==> config.mk <==
export PLATFORM = sky130hd
export DESIGN_NAME = closed_loop_stop_config_reg
export DESIGN_NICKNAME = d
export VERILOG_FILES = /design/src/stop_lookup.v /design/src/speed_pulse_divider.v /design/src/closed_loop_stop_config_reg.v
export VERILOG_INCLUDE_DIRS = /design/src
export SDC_FILE = /design/constraint.sdc
export NUM_CORES = 1
export LEC_CHECK = 0
export BUFFER_PORTS_ARGS = -buffer_cell sky130_fd_sc_hd__buf_2
export CAP_MARGIN = 0
export CELL_PAD_IN_SITES_DETAIL_PLACEMENT = 1
export CELL_PAD_IN_SITES_GLOBAL_PLACEMENT = 1
export CORE_UTILIZATION = 40
export CTS_BUF_LIST = sky130_fd_sc_hd__clkbuf_16
export CTS_CLUSTER_SIZE = 14
export DETAILED_ROUTE_END_ITERATION = 8
export GPL_TIMING_DRIVEN = 0
export HOLD_SLACK_MARGIN = 0.1
export PLACE_DENSITY_LB_ADDON = 0.1
export SLEW_MARGIN = 20
export SYNTH_ARGS = -nofsm -noshare
export SYNTH_HDL_FRONTEND = slang
export SYNTH_SLANG_ARGS = --single-unit
==> constraint.sdc <==
create_clock -name sys_clk -period 3.1 [get_ports sys_clk]
set_clock_uncertainty 0.15 [all_clocks]
set_input_delay 0.31 -clock sys_clk [delete_from_list [all_inputs] [get_ports sys_clk]]
set_output_delay 0.31 -clock sys_clk [all_outputs]
set_load 0.05 [all_outputs]
==> src/closed_loop_stop_defs.vh <==
// Offsets, field positions, codes and timing for the stop configuration block
// Contract
// 32-bit register at 88h, resets to zero, all fields read/write
// Bits 30-29 pick when speed pulses run: both, closed, first try, reserved
// Bits 28-25 divide speed pulses; code 0 divides by 3, else by code
// Bits 23-21 pick back-EMF threshold 1,2,5,10,20,30 mV; 6,7 reserved
// Bits 20-18 pick stop: high-Z, recirculate, low brake, high brake, spin down
// Bits 17-14 pick brake time, sixteen steps from 1 ms to 15000 ms
// Bits 13-11 duty threshold to start braking stops: immediate down to 2.5%
// Bits 10-8 duty threshold for brake-pin low-side braking, same scale
// Bit 7 enables the anti-surge deceleration guard
// Bits 6-3 current limit in 0.1 V steps up to 1.5 V; 0 reserved
// Parity bit 31 and reserved bits 24, 2-0 just store and read back
`ifndef CLOSED_LOOP_STOP_DEFS_VH
`define CLOSED_LOOP_STOP_DEFS_VH
`define SETTINGS_TWO_ADDR 32'h00000088
`define SETTINGS_TWO_RESET 32'h00000000
`define PARITY_BIT 31
`define MODE_HI 30
`define MODE_LO 29
`define DIV_HI 28
`define DIV_LO 25
`define SPARE_BIT 24
`define BEMF_HI 23
`define BEMF_LO 21
`define STOP_HI 20
`define STOP_LO 18
`define BRK_HI 17
`define BRK_LO 14
`define DUTY_HI 13
`define DUTY_LO 11
`define PIN_HI 10
`define PIN_LO 8
`define SURGE_BIT 7
`define ILIM_HI 6
`define ILIM_LO 3
`define MODE_BOTH 2'h0
`define MODE_CLOSED 2'h1
`define MODE_FIRST 2'h2
`define STOP_HIZ 3'h0
`define STOP_RECIRC 3'h1
`define STOP_LOW 3'h2
`define STOP_HIGH 3'h3
`define STOP_SPIN 3'h4
`define DIV_ZERO_FACTOR 4'h3
`define ILIM_STEP_MV 11'h064
`define CLK_PERIOD_NS 40
`define MS_PERIOD_NS 1000000
`define HSIZE_WORD 3'h2
`endif

==> src/stop_lookup.v <==
// Code-to-value tables for brake time, duty thresholds and back-EMF level
`timescale 1ns/1ps
`include "closed_loop_stop_defs.vh"
module stop_lookup (
  input wire [3:0] brakeCode,
  input wire [2:0] stopDutyCode,
  input wire [2:0] pinDutyCode,
  input wire [2:0] bemfCode,
  output reg [13:0] brakeMs,
  output wire [9:0] stopDutyPermille,
  output wire [9:0] pinDutyPermille,
  output reg [4:0] bemfMv,
  output reg bemfValid
);
  // Immediate is 1000 so any duty passes the compare
  function [9:0] dutyPermille;
    input [2:0] code;
    begin
      case (code)
        3'h0: dutyPermille = 10'h3e8;
        3'h1: dutyPermille = 10'h1f4;
        3'h2: dutyPermille = 10'h0fa;
        3'h3: dutyPermille = 10'h096;
        3'h4: dutyPermille = 10'h064;
        3'h5: dutyPermille = 10'h04b;
        3'h6: dutyPermille = 10'h032;
        default: dutyPermille = 10'h019;
      endcase
    end
  endfunction
  assign stopDutyPermille = dutyPermille(stopDutyCode);
  assign pinDutyPermille = dutyPermille(pinDutyCode);
  always @* begin
    case (brakeCode)
      4'h0: brakeMs = 14'h0001;
      4'h1: brakeMs = 14'h0002;
      4'h2: brakeMs = 14'h0005;
      4'h3: brakeMs = 14'h000a;
      4'h4: brakeMs = 14'h000f;
      4'h5: brakeMs = 14'h0019;
      4'h6: brakeMs = 14'h0032;
      4'h7: brakeMs = 14'h004b;
      4'h8: brakeMs = 14'h0064;
      4'h9: brakeMs = 14'h00fa;
      4'ha: brakeMs = 14'h01f4;
      4'hb: brakeMs = 14'h03e8;
      4'hc: brakeMs = 14'h09c4;
      4'hd: brakeMs = 14'h1388;
      4'he: brakeMs = 14'h2710;
      default: brakeMs = 14'h3a98;
    endcase
  end
  always @* begin
    bemfValid = 1'b1;
    case (bemfCode)
      3'h0: bemfMv = 5'h01;
      3'h1: bemfMv = 5'h02;
      3'h2: bemfMv = 5'h05;
      3'h3: bemfMv = 5'h0a;
      3'h4: bemfMv = 5'h14;
      3'h5: bemfMv = 5'h1e;
      default: begin
        bemfMv = 5'h1f;
        bemfValid = 1'b0;
      end
    endcase
  end
endmodule

==> src/speed_pulse_divider.v <==
// Divides electrical half-period edges into the speed-pulse output
`timescale 1ns/1ps
module speed_pulse_divider (
  input wire sys_clk,
  input wire rst_n,
  input wire enable,
  input wire [3:0] factor,
  input wire elecEdge,
  output reg speedPulseOutput
);
  reg [3:0] edgeCount;
  // Toggling every N edges gives electrical rate over N, odd N too
  always @(posedge sys_clk) begin
    if (!rst_n || !enable) begin
      edgeCount <= 4'h0;
      speedPulseOutput <= 1'b0;
    end else if (elecEdge) begin
      if (edgeCount + 4'h1 >= factor) begin
        edgeCount <= 4'h0;
        speedPulseOutput <= ~speedPulseOutput;
      end else begin
        edgeCount <= edgeCount + 4'h1;
      end
    end
  end
endmodule

==> src/closed_loop_stop_config_reg.v <==
// Stop and speed-pulse configuration register with its stop sequencer
//
// Chosen here: the AHB-Lite slave port.
`timescale 1ns/1ps
`include "closed_loop_stop_defs.vh"
module closed_loop_stop_config_reg #(
  parameter CYCLES_PER_MS = `MS_PERIOD_NS / `CLK_PERIOD_NS
) (
  input wire sys_clk,
  input wire rst_n,
  input wire hsel,
  input wire [31:0] haddr,
  input wire [1:0] htrans,
  input wire hwrite,
  input wire [2:0] hsize,
  input wire [2:0] hburst,
  input wire hready,
  input wire [31:0] hwdata,
  output reg [31:0] hrdata,
  output wire hreadyout,
  output wire hresp,
  input wire motorRunning,
  input wire closedLoop,
  input wire firstTry,
  input wire elecEdge,
  input wire [7:0] bemfMagnitude,
  input wire [9:0] dutyPermille,
  input wire stopRequest,
  input wire brakePin,
  output wire [1:0] speedPulseModeSelect,
  output wire [3:0] speedPulseDivider,
  output wire [2:0] speedPulseBackemfThreshold,
  output wire [2:0] stopMethodSelect,
  output wire [3:0] stopBrakeDuration,
  output wire [2:0] stopDutyThreshold,
  output wire [2:0] brakePinDutyThreshold,
  output wire surgeGuardEnable,
  output wire [3:0] cycleCurrentLimit,
  output reg [10:0] currentLimitMv,
  output reg currentLimitValid,
  output wire speedPulseOutput,
  output reg bridgeHighZ,
  output reg recirculate,
  output reg lowSideBrake,
  output reg highSideBrake,
  output reg activeSpinDown,
  output reg stopDone
);
  // Stop sequencer states
  localparam ST_RUN = 3'h0;
  localparam ST_RAMP = 3'h1;
  localparam ST_BRAKE = 3'h2;
  localparam ST_COAST = 3'h3;
  localparam ST_DONE = 3'h4;
  localparam [31:0] MS_LAST_FULL = CYCLES_PER_MS - 1;
  localparam [15:0] MS_LAST = MS_LAST_FULL[15:0];

  reg [31:0] settings;
  reg wrHit;
  reg [31:0] next_settings;
  reg brakePinMeta;
  reg brakePinSync;
  reg [2:0] state;
  reg [2:0] next_state;
  reg [2:0] stopMethod;
  reg [15:0] msCount;
  reg [13:0] brakeElapsed;
  reg pinBraking;
  reg next_bridgeHighZ;
  reg next_recirculate;
  reg next_lowSideBrake;
  reg next_highSideBrake;
  reg next_activeSpinDown;
  reg next_stopDone;
  reg modeAllows;
  wire addrPhase;
  reg hitAddr;
  wire msTick;
  wire [3:0] divFactor;
  wire [13:0] brakeMs;
  wire [9:0] stopDutyPermille;
  wire [9:0] pinDutyPermille;
  wire [4:0] bemfMv;
  wire bemfValid;
  wire bemfOk;
  wire stopDutyReached;
  wire pinDutyReached;
  wire brakeOver;
  wire pulseEnable;
  wire stopStart;
  wire [2:0] liveMethod;

  // Zero-wait slave; every answer is OKAY
  assign hreadyout = 1'b1;
  assign hresp = 1'b0;
  assign addrPhase = hsel & hready & htrans[1];

  // One word is mapped; any other address reads as zero
  always @* begin
    if (haddr == `SETTINGS_TWO_ADDR) begin
      hitAddr = 1'b1;
    end else begin
      hitAddr = 1'b0;
    end
  end

  // A read right behind a write must see the new word
  always @* begin
    next_settings = settings;
    if (wrHit) begin
      next_settings = hwdata;
    end
  end

  always @(posedge sys_clk) begin
    if (!rst_n) begin
      settings <= `SETTINGS_TWO_RESET;
      wrHit <= 1'b0;
      hrdata <= 32'h00000000;
    end else begin
      settings <= next_settings;
      // Narrow writes are dropped rather than merged
      wrHit <= addrPhase & hwrite & hitAddr & (hsize == `HSIZE_WORD);
      if (addrPhase & ~hwrite) begin
        if (hitAddr) begin
          hrdata <= next_settings;
        end else begin
          hrdata <= 32'h00000000;
        end
      end
    end
  end

  assign speedPulseModeSelect = settings[`MODE_HI:`MODE_LO];
  assign speedPulseDivider = settings[`DIV_HI:`DIV_LO];
  assign speedPulseBackemfThreshold = settings[`BEMF_HI:`BEMF_LO];
  assign stopMethodSelect = settings[`STOP_HI:`STOP_LO];
  assign stopBrakeDuration = settings[`BRK_HI:`BRK_LO];
  assign stopDutyThreshold = settings[`DUTY_HI:`DUTY_LO];
  assign brakePinDutyThreshold = settings[`PIN_HI:`PIN_LO];
  assign surgeGuardEnable = settings[`SURGE_BIT];
  assign cycleCurrentLimit = settings[`ILIM_HI:`ILIM_LO];

  // Code 0 is reserved, so the limit is flagged not valid
  always @(posedge sys_clk) begin
    if (!rst_n) begin
      currentLimitMv <= 11'h000;
      currentLimitValid <= 1'b0;
    end else begin
      currentLimitMv <= `ILIM_STEP_MV * {7'h00, cycleCurrentLimit};
      currentLimitValid <= (cycleCurrentLimit != 4'h0);
    end
  end

  // Tables feed the live compares, so rewrites act at once
  stop_lookup tables (
    .brakeCode(stopBrakeDuration),
    .stopDutyCode(stopDutyThreshold),
    .pinDutyCode(brakePinDutyThreshold),
    .bemfCode(speedPulseBackemfThreshold),
    .brakeMs(brakeMs),
    .stopDutyPermille(stopDutyPermille),
    .pinDutyPermille(pinDutyPermille),
    .bemfMv(bemfMv),
    .bemfValid(bemfValid)
  );

  // Speed pulses: loop-state gating, back-EMF qualification
  always @* begin
    case (speedPulseModeSelect)
      `MODE_BOTH: modeAllows = 1'b1;
      `MODE_CLOSED: modeAllows = closedLoop;
      `MODE_FIRST: modeAllows = closedLoop | firstTry;
      default: modeAllows = 1'b0;
    endcase
  end

  assign bemfOk = bemfValid & (bemfMagnitude >= {3'h0, bemfMv});
  // Pulses stop while any stop sequence runs
  assign pulseEnable = motorRunning & modeAllows & bemfOk & (state == ST_RUN);
  assign divFactor = (speedPulseDivider == 4'h0) ? `DIV_ZERO_FACTOR : speedPulseDivider;

  speed_pulse_divider divider (
    .sys_clk(sys_clk),
    .rst_n(rst_n),
    .enable(pulseEnable),
    .factor(divFactor),
    .elecEdge(elecEdge),
    .speedPulseOutput(speedPulseOutput)
  );

  // Brake pin arrives from outside the clock domain
  always @(posedge sys_clk) begin
    if (!rst_n) begin
      brakePinMeta <= 1'b0;
      brakePinSync <= 1'b0;
    end else begin
      brakePinMeta <= brakePin;
      brakePinSync <= brakePinMeta;
    end
  end

  // Immediate maps to 1000, so it passes at any duty
  function dutyAtOrBelow;
    input [9:0] duty;
    input [9:0] limit;
    begin
      dutyAtOrBelow = (duty <= limit);
    end
  endfunction

  assign stopDutyReached = dutyAtOrBelow(dutyPermille, stopDutyPermille);
  assign pinDutyReached = dutyAtOrBelow(dutyPermille, pinDutyPermille);

  // Millisecond tick restarts on entry to braking for an exact brake time
  assign msTick = (msCount == MS_LAST);
  assign brakeOver = (brakeElapsed >= brakeMs);

  always @(posedge sys_clk) begin
    if (!rst_n || state != ST_BRAKE) begin
      msCount <= 16'h0000;
      brakeElapsed <= 14'h0000;
    end else if (msTick) begin
      msCount <= 16'h0000;
      brakeElapsed <= brakeElapsed + 14'h0001;
    end else begin
      msCount <= msCount + 16'h0001;
    end
  end

  // First stop edge must use the method being latched, not the last stop's
  assign stopStart = (state == ST_RUN) & stopRequest;
  assign liveMethod = stopStart ? stopMethodSelect : stopMethod;

  // Method latched at stop start; a rewrite mid-stop takes effect next stop
  always @* begin
    next_state = state;
    case (state)
      ST_RUN: begin
        if (stopRequest) begin
          case (stopMethodSelect)
            `STOP_LOW: next_state = ST_RAMP;
            `STOP_HIGH: next_state = ST_RAMP;
            `STOP_SPIN: next_state = ST_RAMP;
            default: next_state = ST_COAST;
          endcase
        end
      end
      ST_RAMP: begin
        if (!stopRequest) begin
          next_state = ST_RUN;
        end else if (stopDutyReached) begin
          next_state = ST_BRAKE;
        end
      end
      ST_BRAKE: begin
        if (!stopRequest) begin
          next_state = ST_RUN;
        end else if (brakeOver) begin
          next_state = ST_DONE;
        end
      end
      // Coasting methods finish one cycle after entry
      ST_COAST: begin
        next_state = stopRequest ? ST_DONE : ST_RUN;
      end
      ST_DONE: begin
        if (!stopRequest) begin
          next_state = ST_RUN;
        end
      end
      default: next_state = ST_RUN;
    endcase
  end

  always @(posedge sys_clk) begin
    if (!rst_n) begin
      state <= ST_RUN;
      stopMethod <= `STOP_HIZ;
      pinBraking <= 1'b0;
    end else begin
      state <= next_state;
      if (stopStart) begin
        stopMethod <= stopMethodSelect;
      end
      // Pin braking engages once duty falls low enough and holds while the pin does
      if (!brakePinSync) begin
        pinBraking <= 1'b0;
      end else if (pinDutyReached) begin
        pinBraking <= 1'b1;
      end
    end
  end

  // Bridge commands per method and phase; reserved methods coast in high-Z
  always @* begin
    next_bridgeHighZ = 1'b0;
    next_recirculate = 1'b0;
    next_lowSideBrake = 1'b0;
    next_highSideBrake = 1'b0;
    next_activeSpinDown = 1'b0;
    next_stopDone = 1'b0;
    case (next_state)
      ST_RAMP: begin
        next_activeSpinDown = (liveMethod == `STOP_SPIN);
      end
      ST_BRAKE: begin
        next_highSideBrake = (liveMethod == `STOP_HIGH);
        next_lowSideBrake = (liveMethod != `STOP_HIGH);
      end
      ST_COAST, ST_DONE: begin
        next_recirculate = (liveMethod == `STOP_RECIRC);
        next_bridgeHighZ = (liveMethod != `STOP_RECIRC);
        next_stopDone = (next_state == ST_DONE);
      end
      default: begin
        next_lowSideBrake = pinBraking;
      end
    endcase
    // Brake-pin braking yields to a commanded stop
    if (stopStart) begin
      next_lowSideBrake = 1'b0;
    end
  end

  // Registered so the bridge never sees a decode glitch
  always @(posedge sys_clk) begin
    if (!rst_n) begin
      bridgeHighZ <= 1'b0;
      recirculate <= 1'b0;
      lowSideBrake <= 1'b0;
      highSideBrake <= 1'b0;
      activeSpinDown <= 1'b0;
      stopDone <= 1'b0;
    end else begin
      bridgeHighZ <= next_bridgeHighZ;
      recirculate <= next_recirculate;
      lowSideBrake <= next_lowSideBrake;
      highSideBrake <= next_highSideBrake;
      activeSpinDown <= next_activeSpinDown;
      stopDone <= next_stopDone;
    end
  end

endmodule

After elaboration in Yosys (flattened, before gate mapping)
Memory sizes are Yosys's and may differ from the RTL's. A register that Yosys moved wholly into a read port is not among the register bits. Cells that the tools add are included.

Output and inout port bits: 80. Logic and storage cells: 129. Input bits: 101. Memory bits (read-only): 224. Memories: 1. Register bits after elaboration: 127.

Memories: (no name shown) (depth 16, bits a word 14, rd ports 1, clocked after memory_dff 1, write ports 0, line stop_lookup.v:34) `case (brakeCode)`.

Equal/unequal tests: 39. $add $sub $neg: 3. Bitwise operators: 15. Muxes and demuxes: 22. $lt $le $gt $ge: 5. Multipliers: 1. Reductions and logical operators: 22.

Operator list (count): $pmux 10 s7 (2); $mux 32 (2); $eq 3x2->1 const B (14); $eq 3x3->1 const B (12); $eq 32x8->1 const B (1); $pmux 5 s6 (1); $mux 3 (8); $le 10x10->1 (2); $eq 3x1->1 const B (6); $add 16x1->16 const B (1); $eq 16x15->1 const B (1); $pmux 3 s5 (1); $add 14x1->14 const B (1); $ge 14x14->1 (1); $logic_not 3->1 (4); $mux 4 (3); $and 1x1->1 (11); $reduce_and 2->1 (5); $mul 5x4->9 const A (1); $ge 8x5->1 (1); $ne 3x2->1 const B (2); $reduce_or 2->1 (3); $reduce_or 3->1 (2); $reduce_or 6->1 (1); 16 further kinds (21).

Longest topological paths before layout
Gate-level depths: netlist of run 1.

Depth after elaboration: 9. Depth in mapped cells: 10. Gate-level depth less buffers: 9.

Cells and area by module
Synthesis of run 1 repeated with hierarchy kept, for this count alone.

Cell total of the unflattened synthesis: 812. Area total of the unflattened synthesis: 7024.2 um2.

Modules (own cells, without submodules): closed_loop_stop_config_reg (times used 1, area an instance 6157.2 um2, sequential area each 2402.3 um2, cells an instance 693); stop_lookup (times used 1, area an instance 489.2 um2, sequential area each 0.0 um2, cells an instance 75); speed_pulse_divider (times used 1, area an instance 377.9 um2, sequential area each 100.1 um2, cells an instance 44).

Worst setup path before layout of run 1
OpenSTA, ideal clock, no wires.

Path kind: reg-to-reg. Start: register msCount[12]. End: register brakeElapsed[10]. Buffers on the path: 0. Clock period less this slack: 2.313 ns. Cell stages (with the launch flop): 7. Arrival time: 2.091 ns. Setup time: 0.072 ns. Path slack: 0.787 ns. Required time: 2.878 ns. Path through: dfxtp_1 > or4_4 > nor4_4 > nand3_2 > or2_4 > or3_1 > a21oi_1.

Word-level cells in the longest chain between the ends: 1.

RTL lines: start, declared (line closed_loop_stop_config_reg.v:66) `reg [15:0] msCount;`; start signal, assigned (line closed_loop_stop_config_reg.v:227) `msCount <= msCount + 16'h0001;`; $eq 16x15->1 (line closed_loop_stop_config_reg.v:216) `assign msTick = (msCount == MS_LAST);`; end signal, assigned (line closed_loop_stop_config_reg.v:225) `brakeElapsed <= brakeElapsed + 14'h0001;`; end, declared (line closed_loop_stop_config_reg.v:67) `reg [13:0] brakeElapsed;`.

No other way between the ends. A chain may end at the register's enable or synchronous reset.

Worst setup path in the final report of run 1
Start: register wrHit. End: register tables.brakeMs[4] (netlist name).

Word-level cells in the longest chain between the ends: 2.

RTL lines: start, declared (line closed_loop_stop_config_reg.v:59) `reg wrHit;`; start signal, assigned (line closed_loop_stop_config_reg.v:123) `` wrHit <= addrPhase & hwrite & hitAddr & (hsize == `HSIZE_WORD); ``; $mux 32 (line closed_loop_stop_config_reg.v:110) `if (wrHit) begin`; $mux 4 (no line).

No other way between the ends.

==> flow_metrics.env, run 1 <==
export IMPL_status="completed"
export IMPL_cts_resized_gates=0
export IMPL_synth_cell_area_um2=7180
export IMPL_insertion_delay_ps=420
export IMPL_place_hpwl_mm=15.6
export IMPL_syn_inst=800
export IMPL_postCtsSetupRepairBufs=0
export IMPL_routedWlPerCell_um=16.4
export IMPL_drv_slew=0
export IMPL_reg2reg_slack_ps=360
export IMPL_syn_area_per_cell_um2=8.97
export IMPL_path_cells="clkbuf_1 > mux2i_1 > nor2b_1 > inv_1 > ha_1 > o211ai_1 > a21boi_0"
export IMPL_initial_core_util=0.412
export IMPL_rsz0062_at_grt="no"
export IMPL_ys_ff_latch=139
export IMPL_numCtsBuffers=17
export IMPL_ios=181
export IMPL_gr_total_overflow=0
export IMPL_synth_top_area_frac=0.388
export IMPL_grt_max_degree=17
export IMPL_route_detailed_drc=0
export IMPL_reg2regPathDepth=7
export IMPL_drive_above_1_share=0.242
export IMPL_syn_to_final_growth_pct=28.5
export IMPL_cp_slowest_stage_delay_ps=760
export IMPL_synth_edf_count=0
export IMPL_path_clk_slew_ps=60
export IMPL_crit_family="multiplexers"
export IMPL_via_count=6360
export IMPL_drt_total_wl_mm=20.7
export IMPL_cp_depth=7
export IMPL_dieArea_um2=18500
export IMPL_clock_fmax_mhz=365
export IMPL_core_um2=17400
export IMPL_hold_class="in2reg"
export IMPL_fin_cells=1264
export IMPL_die_x_um=136
export IMPL_fin_crit_ps=2740
export IMPL_finalCritPeriodShare=0.884
export IMPL_tritoncts="done"
export IMPL_ys_flop_type="dfxtp_1"
export IMPL_r2r_start="wrHit"
export IMPL_dp_cells=1199
export IMPL_drtAntennaViolNets=0
export IMPL_cts_hold_buffers=33
export IMPL_worst_setup_path_start_kind="flop"
export IMPL_final_cell_mix="buf_2 (174), dfxtp_1 (139), nor2b_1 (72)"
export IMPL_nets=1192
export IMPL_synth_distinct_cells=58
export IMPL_rows=48
export IMPL_grt_total_usage=0.233
export IMPL_r2r_end="tables.brakeMs[4]"
export IMPL_synth_area_leaders="dfxtp_1 (39%), ha_1 (11%), nor2b_1 (6.3%)"
export IMPL_drt_pass1_iter_count=4
export IMPL_clock_path_buffers=2
export IMPL_cts_root_buf="clkbuf_16"
export IMPL_via_per_inst=5.03
export IMPL_yosysWarnings=0
export IMPL_grt_first_pass_wirelength_mm=33.3
export IMPL_fin_tns_setup_ps=0
export IMPL_die_height_um=136
export IMPL_htreeDepth=4
export IMPL_cp_data_arrival_time_ps=2890
export IMPL_setup_violations=0
export IMPL_ir_drop_mv=0.452
export IMPL_critical_path_max_fanout=9
export IMPL_p_leak_nw=3.97
export IMPL_final_common_cell="buf_2"
export IMPL_yosysSeqAreaShare=0.388
export IMPL_antenna_found_initial=1
export IMPL_path_buf_inv=2
export IMPL_portBuffers=172
export IMPL_gp_congestion=0.809
export IMPL_hold_viol_final=0
export IMPL_crit_start="wrHit"
export IMPL_finish_utilization=0.530
export IMPL_required_ps=3250
export IMPL_antenna_cells=0
export IMPL_multi_input_area_um2=3890
export IMPL_relSlewSlack=0.426
export IMPL_worst_pin_slew_ps=837
export IMPL_first_iter_violations=150
export IMPL_synth_top_area_cell="dfxtp_1"
export IMPL_clock_sinks=139
export IMPL_register_area_um2=2780
export IMPL_ys_async_sr_fraction=0
export IMPL_power_density_nw_per_um2=434
export IMPL_first_global_vias=6873
export IMPL_endpoint="tables.brakeMs[4]"
export IMPL_nFillCells=2111
export IMPL_critPathKind="reg2reg"
export IMPL_cp_slowest_cell="mux2i_1"
export IMPL_end_kind="flop"
export IMPL_drv_cap=0
## state kept, by name, summed over array words and instances, names as in the netlist
name / cells
activeSpinDown: 1
hrdata: 32
bridgeHighZ: 1
lowSideBrake: 1
stopMethod: 3
highSideBrake: 1
divider.speedPulseOutput: 1
divider.edgeCount: 4
state: 3
settings: 32
brakePinMeta: 1
currentLimitMv: 9
recirculate: 1
brakePinSync: 1
brakeElapsed: 14
currentLimitValid: 1
msCount: 16
stopDone: 1
pinBraking: 1
wrHit: 1
tables.brakeMs: 14
## final cells by class
| class | instances | area share |
|---|---|---|
| well taps | 225 | 0.0305 |
| plain buffers | 64 | 0.0385 |
| clock inverters | 15 | 0.0152 |
| clock buffers | 17 | 0.0461 |
| flip-flops and latches | 139 | 0.302 |
| repair buffers | 205 | 0.129 |
| multi-input cells | 558 | 0.422 |
| inverters | 41 | 0.0167 |
## routing by layer
layer | up-vias | wire [um] | track usage
met5 | - | 0 | 0
met4 | 0 | 400 | 0.0821
met3 | 28 | 1070 | 0.0671
met2 | 137 | 10600 | 0.431
met1 | 3015 | 8610 | 0.252
li1 | 3180 | - | -
## cells by family after synthesis
kind of cell / Yosys count / share of synthesized area
adders and majority gates: 65 / 0.114
AOI/OAI and AO/OA: 122 / 0.103
muxes: 38 / 0.0533
DFF: 139 / 0.388
other: 2 / 0.00105
and+or+nand+nor: 297 / 0.230
buffers and inverters: 105 / 0.0710
xor gates and xnor gates: 32 / 0.0391
## Yosys cell counts, drive strengths merged, types with 3 or more instances
library cell,n
nand4,13
a21boi,10
xor2,16
dfxtp,139
mux2i,36
nor4,9
clkbuf,30
a211oi,4
or2,7
nor2b,72
xnor2,16
and3,10
ha,64
or3,7
nand3b,4
inv,41
nand2,30
nor2,48
o21ai,18
a21oi,56
o211ai,6
o21a,5
nand3,22
buf,34
nand2b,3
nor3,40
and2,19
a21o,8
and4,3
## power breakdown
| part | leakage (nW) | switching, W | internal [W] | total, W |
|---|---|---|---|---|
| combinational | 2.58 | 0.000134 | 0.000130 | 0.000264 |
| clock | 0.267 | 0.000827 | 0.00111 | 0.00194 |
| sequential | 1.12 | 0.00000596 | 0.00179 | 0.00180 |
## metrics by stage
stage | area (um2) | power, W | setup WS, ps | hold slack [ps]
2_1_floorplan | 7180 | 0.00196 | 787 | 236
4_1_cts | 9220 | 0.00405 | 371 | 109
3_3_place_gp | 8330 | 0.00207 | 405 | 267
3_5_place_dp | 8330 | 0.00207 | 402 | 276
6_report | 9220 | 0.00400 | 360 | 125
5_1_grt | 9220 | 0.00414 | 192 | 147
## how the worst min path moves through the flow
stage                               to  depth (start not counted)          from  slack [ps]
after floorplan                  wrHit                          1      hsize[2]         240
after global placement    brakePinSync                          1  brakePinMeta         270
after detailed placement  brakePinSync                          1  brakePinMeta         280
after CTS                 settings[16]                          3         rst_n         110
after global routing      settings[16]                          3         rst_n         150
final                      recirculate                          3         rst_n         120
## tightest hold or removal path, delay by kind of cell
kind / cells / cell delay, ps
simple gates: 2 / 170
buf+inv: 1 / 150
Power figures use the tool's default switching activity.
==> run 2, diff against run 1 <==
--- a/config.mk
+++ b/config.mk
@@ -17,6 +17,7 @@
 export GPL_TIMING_DRIVEN = 0
 export HOLD_SLACK_MARGIN = 0.1
 export PLACE_DENSITY_LB_ADDON = 0.1
+export RECOVER_POWER = 50
 export SLEW_MARGIN = 20
 export SYNTH_ARGS = -nofsm -noshare
 export SYNTH_HDL_FRONTEND = slang
==> flow_metrics.env, run 2 (synthesis results as in run 1) <==
export IMPL_status="completed"
export IMPL_clock_sinks=139
export IMPL_worstHoldStart="rst_n"
export IMPL_pwr_share_comb=0.066
export IMPL_path_cells="clkbuf_1 > mux2i_1 > nor2b_1 > inv_1 > ha_1 > o211ai_1 > a21boi_0"
export IMPL_critPathKind="reg2reg"
export IMPL_cp_slowest_cell="mux2i_1"
export IMPL_p_int_w=0.00304
export IMPL_clkPwrFrac=0.485
export IMPL_final_common_cell="dfxtp_1"
export IMPL_fin_crit_ps=2750
export IMPL_drv_slew=0
export IMPL_r2r_start="wrHit"
export IMPL_crit_family="multiplexers"
export IMPL_tritoncts="done"
export IMPL_die_x_um=136
export IMPL_final_cell_mix="dfxtp_1 (139), clkbuf_1 (107), buf_2 (97)"
export IMPL_whs_path_depth=3
export IMPL_ios=181
export IMPL_hold_class="in2reg"
export IMPL_required_ps=3240
export IMPL_cts_root_buf="clkbuf_16"
export IMPL_drt_total_wl_mm=20.6
export IMPL_htreeDepth=4
export IMPL_grt_max_degree=17
export IMPL_worst_pin_slew_ps=839
export IMPL_switching_share=0.242
export IMPL_nets=1192
export IMPL_finish_utilization=0.524
export IMPL_die_height_um=136
export IMPL_antenna_cells=0
export IMPL_cp_data_arrival_time_ps=2890
export IMPL_via_per_inst=5.03
export IMPL_grt_first_pass_wirelength_mm=33.3
export IMPL_place_hpwl_mm=15.6
export IMPL_end_kind="flop"
export IMPL_core_um2=17400
export IMPL_routedWlPerCell_um=16.3
export IMPL_clock_fmax_mhz=364
export IMPL_rsz0062_at_grt="no"
export IMPL_power_switching_w=0.000968
export IMPL_syn_to_final_growth_pct=27.2
export IMPL_power_density_nw_per_um2=439
export IMPL_reg2reg_slack_ps=350
export IMPL_critical_path_max_fanout=9
export IMPL_reg_largest_list="hrdata x32, settings x32, msCount x16"
export IMPL_reg2regPathDepth=7
export IMPL_p_seq_frac=0.450
export IMPL_setup_violations=0
export IMPL_hold_viol_final=0
export IMPL_drive_above_1_share=0.166
export IMPL_postCtsSetupRepairBufs=0
export IMPL_portBuffers=172
export IMPL_grt_total_usage=0.233
export IMPL_worst_setup_path_start_kind="flop"
export IMPL_ir_drop_mv=0.454
export IMPL_rows=48
export IMPL_dieArea_um2=18500
export IMPL_cts_resized_gates=0
export IMPL_antenna_found_initial=1
export IMPL_cp_slowest_stage_delay_ps=770
export IMPL_first_global_vias=6873
export IMPL_path_buf_inv=2
export IMPL_p_leak_nw=3.63
export IMPL_gp_congestion=0.809
export IMPL_via_count=6359
export IMPL_fin_tns_setup_ps=0
export IMPL_numCtsBuffers=17
export IMPL_drtAntennaViolNets=0
export IMPL_drv_cap=0
export IMPL_dp_cells=1199
export IMPL_drt_pass1_iter_count=4
export IMPL_clock_path_buffers=2
export IMPL_route_detailed_drc=0
export IMPL_finalCritPeriodShare=0.886
export IMPL_r2r_end="tables.brakeMs[4]"
export IMPL_initial_core_util=0.412
export IMPL_path_clk_slew_ps=60
export IMPL_min_to="settings[16]"
export IMPL_insertion_delay_ps=420
export IMPL_relSlewSlack=0.425
export IMPL_gr_total_overflow=0
export IMPL_first_iter_violations=149
export IMPL_fin_cells=1264
[run 2: worst min-delay path, cell delays in order]
cell	delay, ps
clkbuf_1	190
nand2_1	160
inv_1	70
[run 2: power by group through the flow]
stage,combinational [W],clock (W),sequential [W]
finish,0.000263,0.00194,0.00180
global route,0.000288,0.00205,0.00180
CTS,0.000266,0.00198,0.00180
detailed placement,0.000231,0,0.00184
global placement,0.000227,0,0.00184
floorplan,0.000116,0,0.00185
[run 2: through the flow]
step | area [um2] | worst slack, ps | total power (W) | hold WS (ps)
after CTS | 9220 | 371 | 0.00405 | 109
after global routing | 9130 | 188 | 0.00414 | 237
final | 9130 | 354 | 0.00400 | 204
after detailed placement | 8330 | 402 | 0.00207 | 276
after global placement | 8330 | 405 | 0.00207 | 267
after floorplan | 7180 | 787 | 0.00196 | 236
[run 2: per-layer routing]
| metal | GRT usage | up-vias | part of all wire |
|---|---|---|---|
| met1 | 0.252 | 3018 | 0.42 |
| met2 | 0.431 | 134 | 0.51 |
| met5 | 0 | - | 0 |
| li1 | - | 3178 | - |
| met4 | 0.0821 | 0 | 0.020 |
| met3 | 0.0671 | 29 | 0.051 |
[run 2: timing repair]
| action | in CTS | in global routing |
|---|---|---|
| endpoints found under the setup margin | 0 | 0 |
| hold endpoints to repair | 38 | 0 |
| hold buffers | 33 | 0 |
[run 2: cell type report]
type | count | area [um2]
sequential | 139 | 2780
buffer | 64 | 355
inverter | 41 | 154
clock inverter | 15 | 140
timing repair buffer | 205 | 1090
tap | 225 | 282
fill | 2151 | 8290
clock buffer | 17 | 425
multi-input combinational | 558 | 3890
[run 2: how the worst max path moves through the flow]
stage                              endpoint  cells past startpoint   startpoint
after detailed placement  tables.brakeMs[4]                      7        wrHit
after floorplan            brakeElapsed[10]                      6  msCount[12]
final                     tables.brakeMs[4]                      7        wrHit
after global routing      tables.brakeMs[4]                      7        wrHit
after CTS                 tables.brakeMs[4]                      7        wrHit
after global placement    tables.brakeMs[4]                      7        wrHit
==> run 3, diff against run 2 <==
--- a/config.mk
+++ b/config.mk
@@ -16,7 +16,7 @@
 export DETAILED_ROUTE_END_ITERATION = 8
 export GPL_TIMING_DRIVEN = 0
 export HOLD_SLACK_MARGIN = 0.1
-export PLACE_DENSITY_LB_ADDON = 0.1
+export PLACE_DENSITY = 0.84
 export RECOVER_POWER = 50
 export SLEW_MARGIN = 20
 export SYNTH_ARGS = -nofsm -noshare
==> flow_metrics.env, run 3 (synthesis results as in run 1) <==
export IMPL_die_x_um=136
export IMPL_pwr_share_comb=0.066
export IMPL_multi_input_area_um2=3890
export IMPL_critPathKind="in2reg"
export IMPL_dieArea_um2=18500
export IMPL_worst_pin_slew_ps=854
export IMPL_cp_slowest_stage_delay_ps=630
export IMPL_nets=1191
export IMPL_tritoncts="done"
export IMPL_setup_violations=0
export IMPL_end_kind="flop"
export IMPL_grt_max_degree=17
export IMPL_worstHoldStart="hwdata[9]"
export IMPL_core_um2=17400
export IMPL_finalCritPeriodShare=0.886
export IMPL_place_hpwl_mm=15.9
export IMPL_critical_path_max_fanout=10
export IMPL_highest_layer="met4"
export IMPL_rows=48
export IMPL_r2r_start="wrHit"
export IMPL_fin_tns_setup_ps=0
export IMPL_power_switching_w=0.000983
export IMPL_final_cell_mix="dfxtp_1 (139), clkbuf_1 (107), buf_2 (97)"
export IMPL_antenna_found_initial=0
export IMPL_clock_path_buffers=2
export IMPL_path_cells="buf_2 > nor4_1 > nand4_1 > or2_2 > clkbuf_1 > clkbuf_1 > nor4_1 > dlygate4sd3_1"
export IMPL_route_detailed_drc=0
export IMPL_die_height_um=136
export IMPL_ios=181
export IMPL_drtAntennaViolNets=0
export IMPL_worst_setup_path_start_kind="input port"
export IMPL_fin_crit_ps=2750
export IMPL_clock_fmax_mhz=364
export IMPL_wl_met3_mm=1.24
export IMPL_drive_above_1_share=0.164
export IMPL_grt_first_pass_wirelength_mm=35.3
export IMPL_syn_to_final_growth_pct=27.2
export IMPL_drt_pass1_iter_count=4
export IMPL_nFillCells=2142
export IMPL_whs_path_depth=3
export IMPL_gr_total_overflow=0
export IMPL_clock_sinks=139
export IMPL_postCtsSetupRepairBufs=0
export IMPL_wl_met2_mm=11.7
export IMPL_relSlewSlack=0.414
export IMPL_gp_congestion=0.841
export IMPL_first_global_vias=6968
export IMPL_register_area_um2=2780
export IMPL_switching_share=0.240
export IMPL_reg2regPathDepth=7
export IMPL_power_density_nw_per_um2=448
export IMPL_path_clk_slew_ps=60
export IMPL_insertion_delay_ps=440
export IMPL_drv_slew=0
export IMPL_portBuffers=172
export IMPL_min_to="settings[9]"
export IMPL_p_leak_nw=3.65
export IMPL_initial_core_util=0.412
export IMPL_fin_area_um2=9130
export IMPL_cp_data_arrival_time_ps=2970
export IMPL_grt_total_usage=0.250
export IMPL_p_seq_frac=0.440
export IMPL_via_per_inst=5.17
export IMPL_r2r_end="hrdata[29]"
export IMPL_rsz0062_at_grt="no"
export IMPL_final_common_cell="dfxtp_1"
export IMPL_cts_root_buf="clkbuf_16"
export IMPL_first_iter_violations=189
export IMPL_drv_cap=0
export IMPL_htreeDepth=4
export IMPL_reg2reg_slack_ps=360
export IMPL_placed_area_um2=8330
export IMPL_ir_drop_mv=0.409
export IMPL_clkPwrFrac=0.493
export IMPL_reg_largest_list="hrdata x32, settings x32, msCount x16"
export IMPL_antenna_cells=0
export IMPL_numCtsBuffers=17
export IMPL_drt_total_wl_mm=22.2
export IMPL_m1WireLength_mm=8.69
export IMPL_cp_slowest_cell="dlygate4sd3_1"
export IMPL_routedWlPerCell_um=17.6
export IMPL_required_ps=3320
export IMPL_via_count=6536
export IMPL_hold_viol_final=0
export IMPL_hold_class="in2reg"
export IMPL_status="completed"
export IMPL_p_int_w=0.00311
## run 3: what timing repair did
action / CTS / global route
hold buffers: 32 / 0
gates resized for setup: 0 / 0
hold endpoints to repair: 36 / 0
## run 3: final cells by class
| type | count | area share |
|---|---|---|
| sequential | 139 | 0.305 |
| timing repair buffer | 204 | 0.119 |
| inverter | 41 | 0.0169 |
| clock inverter | 15 | 0.0166 |
| clock buffer | 17 | 0.0466 |
| buffer | 64 | 0.0389 |
| multi-input combinational | 558 | 0.426 |
| tap | 225 | 0.0308 |
## run 3: stage by stage
| stage | total power, W | hold slack (ps) | util | std cells | worst slack, ps |
|---|---|---|---|---|---|
| after floorplan | 0.00196 | 236 | - | 802 | 787 |
| after global placement | 0.00207 | 293 | 0.478 | 1199 | 397 |
| after detailed placement | 0.00208 | 304 | 0.478 | 1199 | 378 |
| after CTS | 0.00411 | 106 | 0.530 | 1263 | 349 |
| after global routing | 0.00421 | 103 | 0.524 | 1263 | 168 |
| final | 0.00409 | 117 | 0.524 | 1263 | 355 |
## run 3: worst max path at each step
stage                  from                 to  slack (ps)
5_1_grt        settings[13]       lowSideBrake         170
3_3_place_gp   settings[13]       lowSideBrake         400
2_1_floorplan   msCount[12]   brakeElapsed[10]         790
6_report          haddr[17]              wrHit         350
3_5_place_dp          wrHit  tables.brakeMs[4]         380
4_1_cts        settings[13]       lowSideBrake         350
## run 3: power by group through the flow
stage	logic, W	registers [W]	clock network, W
after global placement	0.000233	0.00184	0
after floorplan	0.000116	0.00185	0
after global routing	0.000294	0.00180	0.00212
final	0.000271	0.00180	0.00202
after detailed placement	0.000237	0.00184	0
after CTS	0.000270	0.00180	0.00204
## run 3: routing by layer
layer	vias to the layer above	GRT usage
met2	174	0.472
met5	-	0
met4	0	0.0963
li1	3172	-
met1	3153	0.259
met3	37	0.0679
## run 3: worst max-delay path, delay by kind of cell
kind / cells / cell delay [ps]
and+or+nand+nor: 4 / 1440
buffers and inverters: 4 / 1220
